File: src/design/rfo_consts.svh
/*
 * Constants for the rail force-on and output level register block.
 * Assumes the serial-bus front end presents decoded byte accesses.
 */
`ifndef RFO_CONSTS_SVH
`define RFO_CONSTS_SVH

`define RFO_REG_OFFSET      8'ha1
`define RFO_RESET_VALUE     8'h00
`define RFO_BIT_PIN4_LEVEL  7
`define RFO_BIT_PIN3_LEVEL  6
`define RFO_BIT_PIN2_LEVEL  5
`define RFO_BIT_PIN1_LEVEL  4
`define RFO_BIT_TERM_FORCE  3
`define RFO_BIT_SHARED_FORCE 2
`define RFO_BIT_LOAD_SWITCH_B1_FORCE  1
`define RFO_BIT_LDO3_FORCE  0

`endif

File: src/design/rfo_pkg.sv
/*
 * Types for the rail force-on and output level register block.
 * Assumes rfo_consts.svh is available on the include path.
 */
`default_nettype none

package rfo_pkg;

    // Per-rail control: index 3 term, 2 shared, 1 switch b1, 0 ldo3
    typedef struct packed {
        logic [3:0] force_on;
        logic [3:0] disable_n;
        logic [3:0] seq_enable;
    } rfo_rail_ctl_t;

    // Factory configuration of one general output pin
    typedef struct packed {
        logic bus_controlled;
        logic push_pull;
    } rfo_pin_cfg_t;

endpackage : rfo_pkg

`default_nettype wire

File: src/design/rfo_rail_force_on.sv
/*
 * Register at A1h: output pin levels and rail force-on overrides.
 * Assumes a serial-bus front end on clk delivering one-cycle write and
 * read strobes with a byte address, and factory straps held stable.
 * Pin and sequencer inputs from other domains are synchronised here.
 */
`include "rfo_consts.svh"
`default_nettype none

// Functional notes
// - Eight-bit read/write register at offset A1h
// - Bit 7 sets pin 4 open-drain level
// - Bits 6..4 set pins 3..1 levels
// - Unused level bit: pin follows power-good
// - Bit 3 low: termination follows pins/sequencing
// - Bit 3 high: termination forced on unless disabled
// - Bit 2 forces on selected shared rail
// - Bit 1 forces load switch B1 on
// - Bit 0 forces auxiliary LDO 3 on
// - Disable bit low always turns rail off
module rfo_rail_force_on #(
    parameter int RAILS = 4,
    parameter int PINS  = 4
) (
    input  wire logic                  clk,
    input  wire logic                  nrst,
    input  wire logic                  wr_en,
    input  wire logic                  rd_en,
    input  wire logic [7:0]            addr,
    input  wire logic [7:0]            wdata,
    output var  logic [7:0]            rdata_q,
    output var  logic                  rvalid_q,
    input  wire logic [RAILS-1:0]      rail_disable_n,
    input  wire logic [RAILS-1:0]      ctl_seq_enable,
    input  wire logic                  shared_is_switch_b2,
    input  wire rfo_pkg::rfo_pin_cfg_t [PINS-1:0] pin_cfg,
    input  wire logic [PINS-1:0]       pin_power_good,
    output var  logic [RAILS-1:0]      rail_on_q,
    output var  logic                  switch_b2_on_q,
    output var  logic                  aux_ldo1_on_q,
    output var  logic [PINS-1:0]       pin_out_q,
    output var  logic [PINS-1:0]       pin_oe_q
);

    logic [7:0]            reg_q;
    logic [RAILS-1:0]      seq_meta_q;
    logic [RAILS-1:0]      seq_sync_q;
    logic [PINS-1:0]       pg_meta_q;
    logic [PINS-1:0]       pg_sync_q;
    rfo_pkg::rfo_rail_ctl_t ctl;
    logic [RAILS-1:0]      rail_on_d;
    logic [PINS-1:0]       pin_level;
    logic                  hit;
    logic [7:0]            rd_word;
    logic                  term_ldo_force_on;
    logic                  shared_rail_force_on;
    logic                  switch_b1_force_on;
    logic                  aux_ldo3_force_on;
    logic                  output_pin4_level;
    logic                  output_pin3_level;
    logic                  output_pin2_level;
    logic                  output_pin1_level;
    logic                  switch_b2_on_d;
    logic                  aux_ldo1_on_d;
    logic [PINS-1:0]       pin_out_d;
    logic [PINS-1:0]       pin_oe_d;

    assign hit = (addr == `RFO_REG_OFFSET);

    // Register storage, all bits writable
    always_ff @(posedge clk or negedge nrst)
    begin
        if (!nrst)
            reg_q <= `RFO_RESET_VALUE;
        else if (wr_en && hit)
            reg_q <= wdata;
    end

    // Unmapped addresses read as zero
    always_comb
    begin
        rd_word = 8'h00;
        if (hit)
            rd_word = reg_q;
    end

    // Read path; data holds until the next read
    always_ff @(posedge clk or negedge nrst)
    begin
        if (!nrst)
        begin
            rdata_q  <= 8'h00;
            rvalid_q <= 1'b0;
        end
        else
        begin
            rvalid_q <= rd_en;
            if (rd_en)
                rdata_q <= rd_word;
        end
    end

    // Sequencer enables and power-good come from analogue/pin side
    always_ff @(posedge clk or negedge nrst)
    begin
        if (!nrst)
        begin
            seq_meta_q <= '0;
            seq_sync_q <= '0;
            pg_meta_q  <= '0;
            pg_sync_q  <= '0;
        end
        else
        begin
            seq_meta_q <= ctl_seq_enable;
            seq_sync_q <= seq_meta_q;
            pg_meta_q  <= pin_power_good;
            pg_sync_q  <= pg_meta_q;
        end
    end

    // Named fields of the register
    assign output_pin4_level    = reg_q[`RFO_BIT_PIN4_LEVEL];
    assign output_pin3_level    = reg_q[`RFO_BIT_PIN3_LEVEL];
    assign output_pin2_level    = reg_q[`RFO_BIT_PIN2_LEVEL];
    assign output_pin1_level    = reg_q[`RFO_BIT_PIN1_LEVEL];
    assign term_ldo_force_on    = reg_q[`RFO_BIT_TERM_FORCE];
    assign shared_rail_force_on = reg_q[`RFO_BIT_SHARED_FORCE];
    assign switch_b1_force_on   = reg_q[`RFO_BIT_LOAD_SWITCH_B1_FORCE];
    assign aux_ldo3_force_on    = reg_q[`RFO_BIT_LDO3_FORCE];

    assign ctl.force_on   = {term_ldo_force_on, shared_rail_force_on,
                             switch_b1_force_on, aux_ldo3_force_on};
    assign ctl.disable_n  = rail_disable_n;
    assign ctl.seq_enable = seq_sync_q;
    assign pin_level      = {output_pin4_level, output_pin3_level,
                             output_pin2_level, output_pin1_level};

    // Disable gates last, over force and sequencing alike
    genvar i;
    generate
        for (i = 0; i < RAILS; i++)
        begin : g_rail
            logic en;
            always_comb
            begin
                en = ctl.seq_enable[i];
                if (ctl.force_on[i])
                    en = 1'b1;
                if (!ctl.disable_n[i])
                    en = 1'b0;
            end
            assign rail_on_d[i] = en;
        end
    endgenerate

    // Shared force-on reaches exactly one of two rails, by strap
    always_comb
    begin
        switch_b2_on_d = 1'b0;
        aux_ldo1_on_d  = 1'b0;
        if (shared_is_switch_b2)
            switch_b2_on_d = rail_on_d[`RFO_BIT_SHARED_FORCE];
        else
            aux_ldo1_on_d  = rail_on_d[`RFO_BIT_SHARED_FORCE];
    end

    // Registered so no enable glitches while the strap settles
    always_ff @(posedge clk or negedge nrst)
    begin
        if (!nrst)
        begin
            rail_on_q      <= '0;
            switch_b2_on_q <= 1'b0;
            aux_ldo1_on_q  <= 1'b0;
        end
        else
        begin
            rail_on_q      <= rail_on_d;
            switch_b2_on_q <= switch_b2_on_d;
            aux_ldo1_on_q  <= aux_ldo1_on_d;
        end
    end

    // Pin 4 has no push-pull option: open-drain only
    generate
        for (i = 0; i < PINS; i++)
        begin : g_pin
            logic lvl;
            logic pp;
            always_comb
            begin
                // Unconfigured pins fall back to their power-good tree
                if (pin_cfg[i].bus_controlled)
                    lvl = pin_level[i];
                else
                    lvl = pg_sync_q[i];
                pp = pin_cfg[i].push_pull && (i != PINS - 1);
            end
            // Open-drain only pulls low; the pull-up makes the high
            assign pin_out_d[i] = lvl;
            assign pin_oe_d[i]  = pp ? 1'b1 : !lvl;
        end
    endgenerate

    always_ff @(posedge clk or negedge nrst)
    begin
        if (!nrst)
        begin
            pin_out_q <= '0;
            pin_oe_q  <= '0;
        end
        else
        begin
            pin_out_q <= pin_out_d;
            pin_oe_q  <= pin_oe_d;
        end
    end

endmodule // rfo_rail_force_on

`default_nettype wire

File: config.mk
export PLATFORM = sky130hd
export DESIGN_NAME = rfo_rail_force_on
export DESIGN_NICKNAME = d
export VERILOG_FILES = /design/src/design/rfo_pkg.sv /design/src/design/rfo_rail_force_on.sv
export VERILOG_INCLUDE_DIRS = /design/src /design/src/design
export SDC_FILE = /design/constraint.sdc
export NUM_CORES = 1
export LEC_CHECK = 0
export ABC_AREA = 0
export BUFFER_PORTS_ARGS = -buffer_cell sky130_fd_sc_hd__buf_2
export CORE_MARGIN = 4
export CORE_UTILIZATION = 40
export DETAILED_ROUTE_END_ITERATION = 10
export PLACE_DENSITY = 0.68
export SLEW_MARGIN = 10
export SYNTH_ARGS = -nofsm -noshare
export SYNTH_HDL_FRONTEND = slang
export SYNTH_SLANG_ARGS = --single-unit
export TNS_END_PERCENT = 10
File: constraint.sdc
create_clock -name clk -period 1.9 [get_ports clk]
set_input_delay 0.38 -clock clk [delete_from_list [all_inputs] [get_ports clk]]
set_output_delay 0.38 -clock clk [all_outputs]
set_load 0.1 [all_outputs]
== Yosys cells after proc, flatten, opt, wreduce, memory -nomap -nowiden ==
Index checks and enable logic that the tools add are counted.
Cells by class
  add/subtract/negate cells: 0
  multiply operators: 0
  divide/modulo/power cells: 0
  order comparisons: 0
  equality and inequality tests: 1
  shifts and indexed selects: 0
  muxes and demuxes: 18
  bitwise gates (word level): 0
  reduce and logical (&&, ||, !) cells: 5
Operator list (count)
  $mux 1: 17
  $eq 8x8->1 const B: 1
  $mux 8: 1
  $logic_not 1->1: 4
  $logic_and 1x1->1: 1
Storage, ports and cells
  register bits after elaboration: 47
  bits in latches: 0
  memory bits (writable): 0
  bits in read-only memories: 0
  bits of input ports: 41
  output and inout port bits: 23
  memories: 0

== Logic depth before layout (Yosys ltp) ==
  depth after elaboration: 3
  gate-level depth with buffers: 4
  depth with buffers taken out: 3

== Worst setup path after synthesis ==
No wires, ideal clock.
  path kind: flip-flop to output port
  start: reg rdata_q[0]
  end: out rdata_q[0]
  arrival: 897 ps
  required time: 1520 ps
  slack: 623 ps
  cell stages (with the launch flop): 1
  buffers on the path: 0
  cell sequence: dfrtp_1
RTL lines
  from (decl): line rfo_rail_force_on.sv:31  | output var logic [7:0] rdata_q,
  from (signal assigned): line rfo_rail_force_on.sv:99  | rdata_q <= rd_word;
No word-level cell between the ends.

== Final worst setup path ==
  start: reg rdata_q[0]
  end: out rdata_q[0]
No word-level cell between the ends.

==> summary.txt <==
switching portion of total power -> 26.1%
# fillers -> 339
setup TNS -> 0 ns
crit path DAT -> 1.09 ns
Worst Path Required -> 1.52 ns
Die Y -> 70.3 µm
first-pass GRT wire length -> 5000 µm
Initial Util -> 41.7%
vias in the first global route -> 1057
setup ws final -> 0.429 ns
highest-count cells in the layout ignoring fill and taps -> 62 x buf_2, 47 x dfrtp_1, 11 x mux2_2
worst path cell trace -> buf_2
TritonCTS clock tree -> done
routed via count -> 992
initial drt markers -> 65
pwr dens -> 914 nW/µm²
fin util -> 54.2%
cell family with most CP delay -> buffers and inverters
Initial DRT Pass Iterations -> 3
Avg Cell Area, Syn -> 15.7 µm²
Comb pwr share -> 12.5%
count of pins over their slew limit -> 0
CP startpoint kind -> flip-flop
grt total ovfl -> 0
# Max-Cap Violations -> 0
Final Hold Violating Endpoints -> 0
Distinct cells, synth -> 15
hold_buf cts -> 0
Avg WL per Cell -> 13.2 µm
leakage -> 1.02 nW
leading cell type in the layout, fill and taps excluded -> buf_2
Clk pwr share -> 30.2%
clk slew on worst S/H paths -> 0.08 ns
Crit Path Max Fanout -> 2
Worst-Margin Slew -> 0.503 ns
num ports -> 64
HP Class -> input pin to asynchronous set/reset pin
Die Wd -> 70.3 µm
status -> completed
clock skew -> 0.00233 ns
setup violators final -> 0
ant diodes -> 0
VDD IR max -> 0.537 mV
R2R depth -> 2
vias per std cell -> 4.59
Peak Freq -> 680 MHz
switching power -> 0.480 mW
Seq cells post-synth -> 47
largest net degree at the start of global routing -> 27
Post-CTS Setup Inserts -> 0
Root Driver -> clkbuf_8
Crit. path cell count -> 1
RR Startpoint -> reg_q[2]$_DFFE_PN0P_
Multi-input gate area -> 333 µm²
CTS buffer count -> 5
Site Rows -> 22
share of cells above drive strength 1 -> 49.4%
clk_lat worst skew -> 0.29 ns
clock tree sinks -> 47
DPL Wire Length -> 2240 µm
RSZ-0062 raised after global routing -> false
Slowest cell on crit path -> buf_2
register area share after synthesis -> 75.9%
PortBufs -> 62
Ys Warns -> 0
Mapped Cells -> 99
Post-Syn Area -> 1550 µm²
die area -> 4940 µm²
flip-flop and latch area -> 1180 µm²
Setup WS pre-CTS -> 0.386 ns
core footprint -> 3720 µm²
fin crit share -> 77.4%
Slew HR -> 66.5%
GR Util All Layers -> 13.0%
sequential power share -> 57.2%
routability cong. -> 0.808
crit path to -> rdata_q[0]
RR Endpoint -> switch_b2_on_q$_DFF_PN0_
worst setup path startpoint -> rdata_q[0]$_DFFE_PN0P_
reg-to-reg setup timing slack -> 1.01 ns
H-tree levels -> 2
Synthesized Nets -> 140
Detail Route Antenna Nets -> 0
nets -> 208
Area Growth Syn to Fin -> 29.9%
endpoint type of the worst setup path -> primary output
dpl cells -> 208
Tmin final -> 1.47 ns
drc violations -> 0
crit path kind -> flip-flop to primary output
WL final -> 2850 µm
Layout Cells excl Fill -> 216
internal power -> 1.36 mW
crit-path max cell delay -> 0.44 ns
Clock Path Buffers -> 2
initial antenna violation count -> 0
WP buf/inv -> 1
Total Power -> 1.84 mW
Gates resized, CTS repair -> 0
synthesized netlist by cell type:
| cell | n | area, µm² |
|---|---|---|
| inv_1 | 9 | 33.8 |
| dfrtp_1 | 47 | 1180 |
| mux2_2 | 11 | 124 |
| nor4b_4 | 1 | 23.8 |
| nand2b_1 | 3 | 18.8 |
| nand3_4 | 1 | 17.5 |
| buf_1 | 1 | 3.75 |
| and4bb_2 | 1 | 12.5 |
| nand2_1 | 9 | 33.8 |
| o22ai_1 | 8 | 50.1 |
| mux2i_1 | 1 | 10.0 |
| o21a_1 | 4 | 30.0 |
| and2_1 | 1 | 6.26 |
| nor2b_1 | 1 | 6.26 |
| clkbuf_1 | 1 | 3.75 |
routing by layer:
metal	up-vias	part of all wire, %	GRT usage, %
met4	0	1.2	3.83
met1	479	39	16.2
met3	5	9.3	5.32
li1	463	-	-
met5	-	0	0
met2	45	50	20.6
how the worst min path moves through the flow:
stage / end / slack [ns] / startpoint
2_1_floorplan: aux_ldo1_on_q$_DFF_PN0_ / 0.08 / nrst
3_3_place_gp: pg_sync_q[3]$_DFF_PN0_ / 0.33 / pg_meta_q[3]$_DFF_PN0_
3_5_place_dp: pg_sync_q[3]$_DFF_PN0_ / 0.33 / pg_meta_q[3]$_DFF_PN0_
4_1_cts: rvalid_q$_DFF_PN0_ / 0.06 / nrst
5_1_grt: rvalid_q$_DFF_PN0_ / 0.07 / nrst
6_report: rvalid_q$_DFF_PN0_ / 0.05 / nrst
worst reg2reg max path, cell delays in order, from the launching register on:
cell	delay (ns)
dfrtp_1	0.41
o21a_1	0.22
and2_1	0.16
area by class of cell:
cell class	instances	area share [%]
inverter	9	1.68
tap	48	2.98
multi-input combinational	41	16.5
clock buffer	7	3.79
timing repair buffer	63	16.4
sequential	47	58.4
clock inverter	1	0.248
stage by stage:
step           hold slack (ns)  instance area, µm²
3_3_place_gp             0.334                1930
2_1_floorplan           0.0844                1550
5_1_grt                 0.0727                2010
3_5_place_dp             0.335                1930
6_report                0.0494                2010
4_1_cts                 0.0620                2010
power by group through the flow:
stage               sequential [mW]  combinational (mW)  clock, mW
floorplan                      1.18              0.0334          0
global route                   1.06               0.246      0.630
CTS                            1.05               0.236      0.578
detailed placement             1.07               0.235          0
global placement               1.07               0.230          0
finish                         1.05               0.231      0.556
cell families (layout without fill, tap and decap cells):
group / count (synthesis) / in the layout / share of synthesized area [%]
buffers and inverters: 11 / 80 / 2.66
DFF: 47 / 47 / 75.9
muxes: 12 / 12 / 8.64
AOI/OAI and AO/OA: 12 / 12 / 5.17
and+or+nand+nor: 17 / 17 / 7.67
sequential cells by signal, summed over array words and instances, names as in the netlist:
name and cells:
pin_oe_q 4, reg_q 8, aux_ldo1_on_q 1, rdata_q 8
pg_sync_q 4, seq_meta_q 4, pg_meta_q 4, rvalid_q 1
pin_out_q 4, rail_on_q 4, seq_sync_q 4, switch_b2_on_q 1
Power figures use the tool's default switching activity.
